--- src/lssm_consts.svh ---
// constants for the link status and statistics monitor
// Behaviour
// - flags are sticky until the next reading
// - receive alarm flag implies lock or power flag
// - optics clock recovery failure sets lock error
// - optics low power (below -30 dBm) sets alarm
// - framer signal loss sets signal loss flag
// - framer clock loss sets clock loss flag
// - out of frame flag in SONET and WAN
// - frame loss after out of frame beyond 3 ms
// - pointer loss flag in SONET and WAN
// - high error rate flag in Ethernet modes
// - local fault flag in Ethernet modes
// - remote fault flag in Ethernet modes
// - count checksum errors since last reading
// - count errored packets in Ethernet modes
// - count good packets since last reading
// - count receive FIFO errors since last reading
// - count transmit FIFO errors since last reading
// - separate section, line, path parity counters
// - expose path signal label octet unchanged
// - count internal data path parity errors
// - flag set depends on operating mode
`ifndef LSSM_CONSTS_SVH
`define LSSM_CONSTS_SVH

// ****************************************************************
// flag positions
// ****************************************************************
`define LSSM_FLAG_RX_ALARM   0
`define LSSM_FLAG_LOCK_ERR   1
`define LSSM_FLAG_POWER      2
`define LSSM_FLAG_SIG_LOSS   3
`define LSSM_FLAG_CLK_LOSS   4
`define LSSM_FLAG_OOF        5
`define LSSM_FLAG_LOF        6
`define LSSM_FLAG_LOP        7
`define LSSM_FLAG_BER        8
`define LSSM_FLAG_LFT        9
`define LSSM_FLAG_RFT        10
`define LSSM_NUM_FLAGS       11

// ****************************************************************
// counter positions
// ****************************************************************
`define LSSM_CNT_CHECKSUM    0
`define LSSM_CNT_BAD_PKT     1
`define LSSM_CNT_GOOD_PKT    2
`define LSSM_CNT_RX_FIFO     3
`define LSSM_CNT_TX_FIFO     4
`define LSSM_CNT_SECTION     5
`define LSSM_CNT_LINE        6
`define LSSM_CNT_PATH        7
`define LSSM_CNT_DATAPATH    8
`define LSSM_NUM_COUNTS      9
`define LSSM_COUNT_WIDTH     32

// ****************************************************************
// timing
// ****************************************************************
`define LSSM_CLK_MHZ         25
`define LSSM_TICK_TIME_US    1
`define LSSM_TICK_CYCLES     (`LSSM_CLK_MHZ * `LSSM_TICK_TIME_US)
`define LSSM_LOF_TIME_MS     3
`define LSSM_LOF_TICKS       ((`LSSM_LOF_TIME_MS * 1000) / `LSSM_TICK_TIME_US)
`define LSSM_TICK_CNT_WIDTH  5
`define LSSM_LOF_CNT_WIDTH   12

// ****************************************************************
// path signal label values
// ****************************************************************
`define LSSM_LABEL_POS       8'h16
`define LSSM_LABEL_HDLC      8'hCF

`endif

--- src/lssm_pkg.sv ---
// types for the link status and statistics monitor
package lssm_pkg;

  typedef enum logic [1:0] {
    LSSM_MODE_POS = 2'h0,
    LSSM_MODE_LAN = 2'h1,
    LSSM_MODE_WAN = 2'h2
  } lssm_mode_type;

endpackage : lssm_pkg
--- src/lssm_event_counter.sv ---
// read-and-clear saturating event counter
`timescale 1ns/100ps
`include "lssm_consts.svh"

module lssm_event_counter #(
  parameter int WIDTH = `LSSM_COUNT_WIDTH
) (
  // clock and reset
  input  wire logic             clk_sys,
  input  wire logic             sys_rst,
  // control
  input  wire logic             count_en,
  input  wire logic             read_clear,
  // result
  output logic [WIDTH-1:0]      count_out
);
  import lssm_pkg::*;

  logic [WIDTH-1:0] acc;

  // saturate rather than wrap so a flood never reads as a small number
  function automatic logic [WIDTH-1:0] sat_inc(input logic [WIDTH-1:0] v);
    sat_inc = (&v) ? v : v + {{(WIDTH-1){1'b0}}, 1'b1};
  endfunction : sat_inc

  always_ff @(posedge clk_sys or posedge sys_rst) begin
    if (sys_rst) begin
      acc <= '0;
    end else if (read_clear) begin
      // an event in the read cycle opens the next interval
      acc <= count_en ? {{(WIDTH-1){1'b0}}, 1'b1} : '0;
    end else if (count_en) begin
      acc <= sat_inc(acc);
    end
  end

  always_ff @(posedge clk_sys or posedge sys_rst) begin
    if (sys_rst) begin
      count_out <= '0;
    end else if (read_clear) begin
      count_out <= acc;
    end
  end

endmodule : lssm_event_counter

--- src/lssm_monitor.sv ---
// link status flags and statistics counters, top level
`timescale 1ns/100ps
`include "lssm_consts.svh"

module lssm_monitor #(
  parameter int COUNT_WIDTH = `LSSM_COUNT_WIDTH
) (
  // clock and reset
  input  wire logic                       clk_sys,
  input  wire logic                       sys_rst,
  // configuration
  input  wire lssm_pkg::lssm_mode_type    mode,
  // optics status levels, asynchronous
  input  wire logic                       optics_rx_error,
  input  wire logic                       optics_lock_error,
  input  wire logic                       optics_power_low,
  // framer status levels, asynchronous
  input  wire logic                       framer_signal_loss,
  input  wire logic                       framer_clock_loss,
  input  wire logic                       framer_out_of_frame,
  input  wire logic                       framer_pointer_loss,
  input  wire logic                       framer_high_ber,
  input  wire logic                       framer_local_fault,
  input  wire logic                       framer_remote_fault,
  // framer event strobes, qualified by the link clock
  input  wire logic                       link_clk,
  input  wire logic                       ev_checksum_error,
  input  wire logic                       ev_bad_packet,
  input  wire logic                       ev_good_packet,
  input  wire logic                       ev_rx_fifo_error,
  input  wire logic                       ev_tx_fifo_error,
  input  wire logic                       ev_section_parity,
  input  wire logic                       ev_line_parity,
  input  wire logic                       ev_path_parity,
  input  wire logic                       ev_datapath_parity,
  input  wire logic [7:0]                 path_label_in,
  // host reading
  input  wire logic                       read_strobe,
  output logic                            read_valid,
  // flags
  output logic                            receive_alarm_flag,
  output logic                            optics_lock_error_flag,
  output logic                            optical_power_alarm_flag,
  output logic                            signal_loss_flag,
  output logic                            clock_loss_flag,
  output logic                            out_of_frame_flag,
  output logic                            frame_loss_flag,
  output logic                            pointer_loss_flag,
  output logic                            high_error_rate_flag,
  output logic                            local_fault_flag,
  output logic                            remote_fault_flag,
  // counters
  output logic [COUNT_WIDTH-1:0]          checksum_error_count,
  output logic [COUNT_WIDTH-1:0]          bad_packet_count,
  output logic [COUNT_WIDTH-1:0]          good_packet_count,
  output logic [COUNT_WIDTH-1:0]          rx_fifo_error_count,
  output logic [COUNT_WIDTH-1:0]          tx_fifo_error_count,
  output logic [COUNT_WIDTH-1:0]          section_parity_error_count,
  output logic [COUNT_WIDTH-1:0]          line_parity_error_count,
  output logic [COUNT_WIDTH-1:0]          path_parity_error_count,
  output logic [COUNT_WIDTH-1:0]          datapath_parity_error_count,
  // path signal label
  output logic [7:0]                      path_signal_label,
  output logic                            path_label_is_pos,
  output logic                            path_label_is_hdlc
);
  import lssm_pkg::*;

  localparam int NF = `LSSM_NUM_FLAGS;
  localparam int NC = `LSSM_NUM_COUNTS;
  localparam int NL = 10;

  // ****************************************************************
  // input synchronisers
  // ****************************************************************
  logic [NL-1:0] lvl_meta;
  logic [NL-1:0] lvl_sync;
  logic [NC-1:0] ev_meta;
  logic [NC-1:0] ev_sync;
  logic [7:0]    label_meta;
  logic [7:0]    label_sync;
  logic          link_meta;
  logic          link_sync;
  logic          link_prev;
  logic          link_rise;
  logic [NL-1:0] lvl_raw;
  logic [NC-1:0] ev_raw;

  assign lvl_raw = {framer_remote_fault,
                    framer_local_fault,
                    framer_high_ber,
                    framer_pointer_loss,
                    framer_out_of_frame,
                    framer_clock_loss,
                    framer_signal_loss,
                    optics_power_low,
                    optics_lock_error,
                    optics_rx_error};
  assign ev_raw  = {ev_datapath_parity,
                    ev_path_parity,
                    ev_line_parity,
                    ev_section_parity,
                    ev_tx_fifo_error,
                    ev_rx_fifo_error,
                    ev_good_packet,
                    ev_bad_packet,
                    ev_checksum_error};

  always_ff @(posedge clk_sys or posedge sys_rst) begin
    if (sys_rst) begin
      lvl_meta   <= '0;
      lvl_sync   <= '0;
      ev_meta    <= '0;
      ev_sync    <= '0;
      label_meta <= 8'h00;
      label_sync <= 8'h00;
      link_meta  <= 1'b0;
      link_sync  <= 1'b0;
      link_prev  <= 1'b0;
    end else begin
      lvl_meta   <= lvl_raw;
      lvl_sync   <= lvl_meta;
      ev_meta    <= ev_raw;
      ev_sync    <= ev_meta;
      label_meta <= path_label_in;
      label_sync <= label_meta;
      link_meta  <= link_clk;
      link_sync  <= link_meta;
      link_prev  <= link_sync;
    end
  end

  // strobes and label are launched on the falling link edge, so they are
  // settled half a link period before the rising edge that samples them
  // so the label octet needs no gray code
  assign link_rise = link_sync & ~link_prev;

  logic rx_err_s;
  logic lock_err_s;
  logic power_low_s;
  logic sig_loss_s;
  logic clk_loss_s;
  logic oof_s;
  logic lop_s;
  logic ber_s;
  logic lft_s;
  logic rft_s;

  assign rx_err_s    = lvl_sync[0];
  assign lock_err_s  = lvl_sync[1];
  assign power_low_s = lvl_sync[2];
  assign sig_loss_s  = lvl_sync[3];
  assign clk_loss_s  = lvl_sync[4];
  assign oof_s       = lvl_sync[5];
  assign lop_s       = lvl_sync[6];
  assign ber_s       = lvl_sync[7];
  assign lft_s       = lvl_sync[8];
  assign rft_s       = lvl_sync[9];

  // ****************************************************************
  // mode decode
  // ****************************************************************
  logic mode_sonet_frame;
  logic mode_ethernet;

  assign mode_sonet_frame = (mode == LSSM_MODE_POS) || (mode == LSSM_MODE_WAN);
  assign mode_ethernet    = (mode == LSSM_MODE_LAN) || (mode == LSSM_MODE_WAN);

  // ****************************************************************
  // microsecond tick and frame loss timer
  // ****************************************************************
  logic [`LSSM_TICK_CNT_WIDTH-1:0] tick_cnt;
  logic                            us_tick;
  logic [`LSSM_LOF_CNT_WIDTH-1:0]  oof_time;
  logic                            lof_cond;

  always_ff @(posedge clk_sys or posedge sys_rst) begin
    if (sys_rst) begin
      tick_cnt <= '0;
      us_tick  <= 1'b0;
    end else if (tick_cnt == `LSSM_TICK_CNT_WIDTH'(`LSSM_TICK_CYCLES - 1)) begin
      tick_cnt <= '0;
      us_tick  <= 1'b1;
    end else begin
      tick_cnt <= tick_cnt + `LSSM_TICK_CNT_WIDTH'(1);
      us_tick  <= 1'b0;
    end
  end

  always_ff @(posedge clk_sys or posedge sys_rst) begin
    if (sys_rst) begin
      oof_time <= '0;
    end else if (!oof_s) begin
      oof_time <= '0;
    end else if (us_tick && !lof_cond) begin
      oof_time <= oof_time + `LSSM_LOF_CNT_WIDTH'(1);
    end
  end

  // strictly more than the limit; the timer holds once past it
  assign lof_cond = oof_time > `LSSM_LOF_CNT_WIDTH'(`LSSM_LOF_TICKS);

  // ****************************************************************
  // flag conditions
  // ****************************************************************
  logic [NF-1:0] flag_cond;

  always_comb begin
    flag_cond = '0;
    flag_cond[`LSSM_FLAG_RX_ALARM] = rx_err_s;
    // lock error, also covers a bare receive error
    flag_cond[`LSSM_FLAG_LOCK_ERR] = lock_err_s | (rx_err_s & ~power_low_s);
    flag_cond[`LSSM_FLAG_POWER]    = power_low_s;
    flag_cond[`LSSM_FLAG_SIG_LOSS] = sig_loss_s;
    flag_cond[`LSSM_FLAG_CLK_LOSS] = clk_loss_s;
    // out of frame in SONET framed modes
    flag_cond[`LSSM_FLAG_OOF]      = oof_s & mode_sonet_frame;
    flag_cond[`LSSM_FLAG_LOF]      = lof_cond;
    // pointer loss in SONET framed modes
    flag_cond[`LSSM_FLAG_LOP]      = lop_s & mode_sonet_frame;
    flag_cond[`LSSM_FLAG_BER]      = ber_s & mode_ethernet;
    flag_cond[`LSSM_FLAG_LFT]      = lft_s & mode_ethernet;
    flag_cond[`LSSM_FLAG_RFT]      = rft_s & mode_ethernet;
  end

  // ****************************************************************
  // sticky flags
  // ****************************************************************
  logic [NF-1:0] flag_sticky;
  logic [NF-1:0] flag_out;

  always_ff @(posedge clk_sys or posedge sys_rst) begin
    if (sys_rst) begin
      flag_sticky <= '0;
    end else if (read_strobe) begin
      // a condition present during the read reopens the flag
      flag_sticky <= flag_cond;
    end else begin
      flag_sticky <= flag_sticky | flag_cond;
    end
  end

  always_ff @(posedge clk_sys or posedge sys_rst) begin
    if (sys_rst) begin
      flag_out <= '0;
    end else if (read_strobe) begin
      flag_out <= flag_sticky;
    end
  end

  // read_valid leaves on the same edge as the results
  always_ff @(posedge clk_sys or posedge sys_rst) begin
    if (sys_rst) begin
      read_valid <= 1'b0;
    end else begin
      read_valid <= read_strobe;
    end
  end

  assign receive_alarm_flag       = flag_out[`LSSM_FLAG_RX_ALARM];
  assign optics_lock_error_flag   = flag_out[`LSSM_FLAG_LOCK_ERR];
  assign optical_power_alarm_flag = flag_out[`LSSM_FLAG_POWER];
  assign signal_loss_flag         = flag_out[`LSSM_FLAG_SIG_LOSS];
  assign clock_loss_flag          = flag_out[`LSSM_FLAG_CLK_LOSS];
  assign out_of_frame_flag        = flag_out[`LSSM_FLAG_OOF];
  assign frame_loss_flag          = flag_out[`LSSM_FLAG_LOF];
  assign pointer_loss_flag        = flag_out[`LSSM_FLAG_LOP];
  assign high_error_rate_flag     = flag_out[`LSSM_FLAG_BER];
  assign local_fault_flag         = flag_out[`LSSM_FLAG_LFT];
  assign remote_fault_flag        = flag_out[`LSSM_FLAG_RFT];

  // ****************************************************************
  // event counters
  // ****************************************************************
  logic [NC-1:0]          ev_en;
  logic [COUNT_WIDTH-1:0] count_val [NC];

  always_comb begin
    ev_en = ev_sync & {NC{link_rise}};
    // errored packets only counted in Ethernet modes
    ev_en[`LSSM_CNT_BAD_PKT] = ev_sync[`LSSM_CNT_BAD_PKT] & link_rise & mode_ethernet;
  end

  // one counter per event source
  for (genvar i = 0; i < NC; i++) begin : g_count
    lssm_event_counter #(
      .WIDTH      (COUNT_WIDTH)
    ) u_count (
      .clk_sys    (clk_sys),
      .sys_rst    (sys_rst),
      .count_en   (ev_en[i]),
      .read_clear (read_strobe),
      .count_out  (count_val[i])
    );
  end

  assign checksum_error_count        = count_val[`LSSM_CNT_CHECKSUM];
  assign bad_packet_count            = count_val[`LSSM_CNT_BAD_PKT];
  assign good_packet_count           = count_val[`LSSM_CNT_GOOD_PKT];
  assign rx_fifo_error_count         = count_val[`LSSM_CNT_RX_FIFO];
  assign tx_fifo_error_count         = count_val[`LSSM_CNT_TX_FIFO];
  assign section_parity_error_count  = count_val[`LSSM_CNT_SECTION];
  assign line_parity_error_count     = count_val[`LSSM_CNT_LINE];
  assign path_parity_error_count     = count_val[`LSSM_CNT_PATH];
  assign datapath_parity_error_count = count_val[`LSSM_CNT_DATAPATH];

  // ****************************************************************
  // path signal label
  // ****************************************************************
  // label passed through unchanged
  always_ff @(posedge clk_sys or posedge sys_rst) begin
    if (sys_rst) begin
      path_signal_label  <= 8'h00;
      path_label_is_pos  <= 1'b0;
      path_label_is_hdlc <= 1'b0;
    end else if (link_rise) begin
      path_signal_label  <= label_sync;
      path_label_is_pos  <= (label_sync == `LSSM_LABEL_POS);
      path_label_is_hdlc <= (label_sync == `LSSM_LABEL_HDLC);
    end
  end

endmodule : lssm_monitor

--- config.mk ---
export PLATFORM = sky130hd
export DESIGN_NAME = lssm_monitor
export DESIGN_NICKNAME = d
export VERILOG_FILES = /design/src/lssm_pkg.sv /design/src/lssm_event_counter.sv /design/src/lssm_monitor.sv
export VERILOG_INCLUDE_DIRS = /design/src /design/src/src
export SDC_FILE = /design/constraint.sdc
export NUM_CORES = 1
export LEC_CHECK = 0
export BUFFER_PORTS_ARGS = -buffer_cell sky130_fd_sc_hd__clkbuf_2
export CORE_ASPECT_RATIO = 1.1
export CORE_MARGIN = 1.5
export CORE_UTILIZATION = 45
export CTS_CLUSTER_SIZE = 12
export DETAILED_ROUTE_END_ITERATION = 8
export SLEW_MARGIN = 30
export SYNTH_ARGS = -nofsm -noshare
export SYNTH_HDL_FRONTEND = slang
export SYNTH_SLANG_ARGS = --single-unit
--- constraint.sdc ---
create_clock -name clk_sys -period 28.2 [get_ports clk_sys]
set_input_delay 5.64 -clock clk_sys [delete_from_list [all_inputs] [get_ports clk_sys]]
set_output_delay 5.64 -clock clk_sys [all_outputs]
set_load 0.01 [all_outputs]
Yosys cells after proc, flatten, opt, wreduce, memory -nomap -nowiden --
Index checks and enable logic that the tools add are counted. Widths: inputs -> output; s select.
Storage, ports and cells: memories 0, bits in writable memories 0, logic and storage cells 150, bits in registers 684, ROM bits 0, bits in latches 0
Cells by class: equal/unequal tests 15, multiplexer cells 41, $add $sub $neg 11, magnitude comparators 1, multipliers 0, reduce and logical (&&, ||, !) cells 32, bitwise logic cells 14, div/mod/pow operators 0, shift operators 0
Operator list (number):
- $mux 32 | 27
- $add 32x1->32 const B | 9
- $reduce_and 32->1 | 9
- $mux 12 | 2
- $ne 2x2->1 const B | 9
- $reduce_and 2->1 | 9
- $reduce_bool 2->1 | 9
- $add 12x1->12 const B | 1
- $gt 12x12->1 const B | 1
- $mux 11 | 1
- $or 11x11->11 | 1
- $mux 1 | 10
- $and 1x1->1 | 9
- $and 9x9->9 | 1
- $eq 8x5->1 const B | 1
- $eq 8x8->1 const B | 1
- $add 5x1->5 const B | 1
- $eq 5x5->1 const B | 1
- $mux 5 | 1
- $eq 2x1->1 const B | 1
- $eq 2x2->1 const B | 1
- $logic_not 2->1 | 1
- $logic_or 1x1->1 | 2
- $ne 2x1->1 const B | 1
- other kinds (4) | 5

Longest topological paths before layout --
word-level depth 6, gate-level depth with buffers 9, depth with buffers taken out 7

By module --
Synthesis repeated with hierarchy kept, for this count alone.
Unflattened totals: cells, all modules 2678, area, all modules 30875.9 um^2
By module, submodules not included:
- lssm_event_counter | instances 9, seq. area each 1601.5 um^2, area an instance 3005.4 um^2, cells each 267
- lssm_monitor | instances 1, seq. area each 2702.6 um^2, area an instance 3827.4 um^2, cells each 275

Worst setup path after synthesis --
Ideal clock, no wire load.
path kind input -> register, start point input port mode[0], end point register g_count[1].u_count.acc[22], setup time 0.125 ns, data arrival time 7.420 ns, buffers on the path 1, stages 8, slack 20.655 ns, data required time 28.075 ns, cells stage by stage inv_1 ha_1 and4b_1 clkbuf_1 nand2_1 nor3_2 and4_1 mux2_2
On the way: cells in the longest elaborated chain, start to end 5, elaborated cells between the ends (all ways) 6, classes of those cells eq/ne (2); bitwise (1); reduce/logical (3)
RTL lines:
- start, declared | RTL line lssm_monitor.sv:12 | input wire lssm_pkg::lssm_mode_type mode,
- $eq 2x1->1 / $eq 2x2->1 (equally long branches) | RTL line lssm_monitor.sv:167 | assign mode_ethernet = (mode == LSSM_MODE_LAN) || (mode == LSSM_MODE_WAN);
- $logic_or 1x1->1 (*) | RTL line lssm_monitor.sv:167
- $and 1x1->1 (*) | RTL line lssm_monitor.sv:281 | ev_en[`LSSM_CNT_BAD_PKT] = ev_sync[`LSSM_CNT_BAD_PKT] & link_rise & mode_ethernet;
- $reduce_bool 2->1 (no line) (*)
- $reduce_and 2->1 (no line) (*)
- end signal, assigned | RTL line lssm_event_counter.sv:31 | acc <= count_en ? {{(WIDTH-1){1'b0}}, 1'b1} : '0;
- end signal, assigned | RTL line lssm_event_counter.sv:33 | acc <= sat_inc(acc);
- end, declared | RTL line lssm_event_counter.sv:19 | logic [WIDTH-1:0] acc;
Mark *: on every way between the ends. The rest lies on a longest branch, timed or not. A chain may end at the register's enable or synchronous reset.

Final worst setup path --
start point input port read_strobe, end point register flag_out[2]
RTL lines:
- start, declared | RTL line lssm_monitor.sv:38 | input wire logic read_strobe,
- end signal, assigned | RTL line lssm_monitor.sv:247 | flag_out <= flag_sticky;
- end, declared | RTL line lssm_monitor.sv:230 | logic [NF-1:0] flag_out;
No word-level cell between the ends.

==> flow_summary.yaml <==
outcome:
  status: "complete, no violations"
setup_path:
  critPathTopFamily: "buffers and inverters"
  rr_startpoint: "link_sync"
  crit_fanout: 84
  r2r_slack_ns: 24.83
  cp.required_ns: 28.68
  critPathCapture: "flag_out[2]"
  worst-path-stages: 5
  startpoint_type: "input port"
  crit_arrival_ns: 8.51
  crit_path_start: "read_strobe"
  slowest_stage: "buf_4"
  slowest_delay_ns: 0.79
  crit_top_cell: "buf_4"
  cp_cell_sequence: "buf_8 -> buf_4 -> buf_4 -> buf_4 -> mux2_2"
  r2r_cells: 5
  critPathBufInv: 4
  worstSetupPathType: "input port to flip-flop"
  cp-end-kind: "flip-flop"
  r2r_end: "g_count[5].u_count.acc[18]"
power:
  ir_drop_uv: 39.90
  p_leak_nw: 15.96
  pwr_density_cell_nw_per_um2: 58.72
timing:
  worstMarginPinSlew_ns: 0.9606
  fin_setup_tns_ns: 0
  fmax_mhz: 124.5
  grt_setup_unrepaired: "false"
  final.setup.worst_slack_ns: 20.17
  hold_slack_ns: 0.3468
  relSlewSlack_pct: 35.47
  drv_slew: 0
  hold_viol: 0
  setup_viol: 0
  min_period_ns: 8.032
  fin_skew_ns: 0.01473
  post-route-period-util_pct: 28.48
synth:
  synth-edff-count: 0
  async_reset_ff_share_pct: 100.0
  ys_top_cells_by_count: "dfrtp_1 (684), mux2_2 (332), a21oi_1 (178), nand2_1 (140), nor2_1 (138)"
  synth_most_common_cell: "dfrtp_1"
  synth.cell_area_um2: 30240
  yosys_warnings: 0
  yosysUniqueCellTypes: 69
  ys_seq_elements: 684
  synthFlopType: "dfrtp_1"
  synthTopCellsByArea: "dfrtp_1 (57%), mux2_2 (12%), a21oi_1 (2.9%)"
  syn_nets: 2683
  synth_top_area_share_pct: 56.60
  syn_avg_cell_area_um2: 11.48
  synth.yosys.seq_area_share_pct: 56.60
  postSynthCellCount: 2635
  synth_top_area_cell: "dfrtp_1"
die:
  die_h_um: 274.9
  io_pins: 343
  start_util_pct: 45.55
  core_area_um2: 66390
  die_w_um: 250.2
  rows: 99
  die-area_um2: 68770
final_layout:
  nFillCells: 5715
  final_cells: 3860
  layout.nets: 2998
  syn2layout_area_growth_pct: 16.97
  final_layout_size_suffix_gt1_share_pct: 28.91
  n_antenna_cell: 0
  fin_util_pct: 53.28
routing:
  routed_wirelength_um: 73000
  drt_first_iter_violations: 1484
  drc: 0
  vias_per_cell: 5.773
  wl_per_cell_um: 18.91
  dr.pass1.iters: 5
  vias: 22284
  ant_nets: 0
cts:
  clock-sinks: 684
  clkLatencyLatePin_ns: 0.60
  cts_tree: "done"
  cts_buffers: 75
  post_cts_buffers: 0
  htreeDepth: 3
  clk_pin_slew_ns: 0.06
  ctsHoldBuffers: 0
  clock-root-buffer: "clkbuf_16"
  cts_resized: 0
  clock_path_buffers: 3
placed_design:
  place_hpwl_um: 49420
  io_buffers: 342
  gp_congestion: 0.8155
  dp_slack_ns: 19.56
  placedCellCount: 3729
grt:
  grt_max_degree: 185
  track_usage_pct: 21.22
  antenna_found_initial: 1
  grt_pass1_vias: 21806
  overflow: 0
  grt_pass1_wl_um: 118700
flow_run:
  cap_violations: 0
min_path:
  min_path_type: "flip-flop to flip-flop"
  hold_path_depth: 0
[routing by layer]
| layer | global-route usage, % | share of wire (%) | vias up |
|---|---|---|---|
| met1 | 28.52 | 44 | 11215 |
| met4 | 8.182 | 3.1 | 2 |
| met5 | 0 | 0.015 | - |
| met2 | 33.29 | 46 | 522 |
| li1 | - | - | 10422 |
| met3 | 5.213 | 6.2 | 123 |
[state kept, by name, indices dropped and copies added, names as in the netlist, 8 cells and up]
| name | cells |
|---|---|
| path_signal_label | 8 |
| label_meta | 8 |
| g_count.u_count.acc | 288 |
| label_sync | 8 |
| g_count.u_count.count_out | 288 |
| lvl_meta | 10 |
| flag_out | 11 |
| lvl_sync | 10 |
| ev_sync | 9 |
| ev_meta | 9 |
| flag_sticky | 11 |
| oof_time | 12 |
[worst min path at each step]
| stage | from | endpoint | slack [ns] |
|---|---|---|---|
| CTS | ev_meta[7] | ev_sync[7] | 0.35 |
| floorplan | ev_meta[0] | ev_sync[0] | 0.33 |
| finish | label_meta[7] | label_sync[7] | 0.35 |
| global route | lvl_meta[3] | lvl_sync[3] | 0.35 |
| global placement | ev_meta[0] | ev_sync[0] | 0.33 |
| detailed placement | ev_meta[7] | ev_sync[7] | 0.33 |
[power by group]
group | total [mW] | switching (mW) | internal (mW)
clock | 0.997 | 0.388 | 0.609
sequential | 1.01 | 0.0104 | 0.995
combinational | 0.0743 | 0.0503 | 0.0240
total | 2.08 | 0.449 | 1.63
[logic make-up after synthesis]
logic type      synth area share, %
buf+inv                       2.404
xor+xnor                      1.796
compound gates                9.938
flops                         56.60
fa+ha+maj                    0.6206
mux                           12.53
simple gates                  16.11
[metrics by stage]
step	total power [mW]	instance area, um^2
after global placement	1.097	32740
final	2.077	35370
after CTS	2.109	35300
after global routing	2.158	35370
after detailed placement	1.099	32780
after floorplan	1.072	30240
[cells in the final DEF (no fill, tap or decap), types with 81 or more instances in the layout]
| master | count |
|---|---|
| clkbuf_16 | 81 |
| nand4_1 | 94 |
| nor2_1 | 138 |
| o21ai_0 | 104 |
| nand3_1 | 98 |
| or3_1 | 94 |
| nand2_1 | 140 |
| a21oi_1 | 178 |
| mux2_2 | 332 |
| clkbuf_2 | 341 |
| dfrtp_1 | 684 |
[layout make-up]
type	instances	area, um^2	share of cell area [%]
inverter	54	210.2	0.5943
sequential	684	17120	48.39
tap	858	1074	3.035
timing repair buffer	371	2001	5.656
clock buffer	116	2359	6.668
multi-input combinational	1764	12440	35.18
clock inverter	13	167.7	0.4740
(Power assumes the default switching activity.)
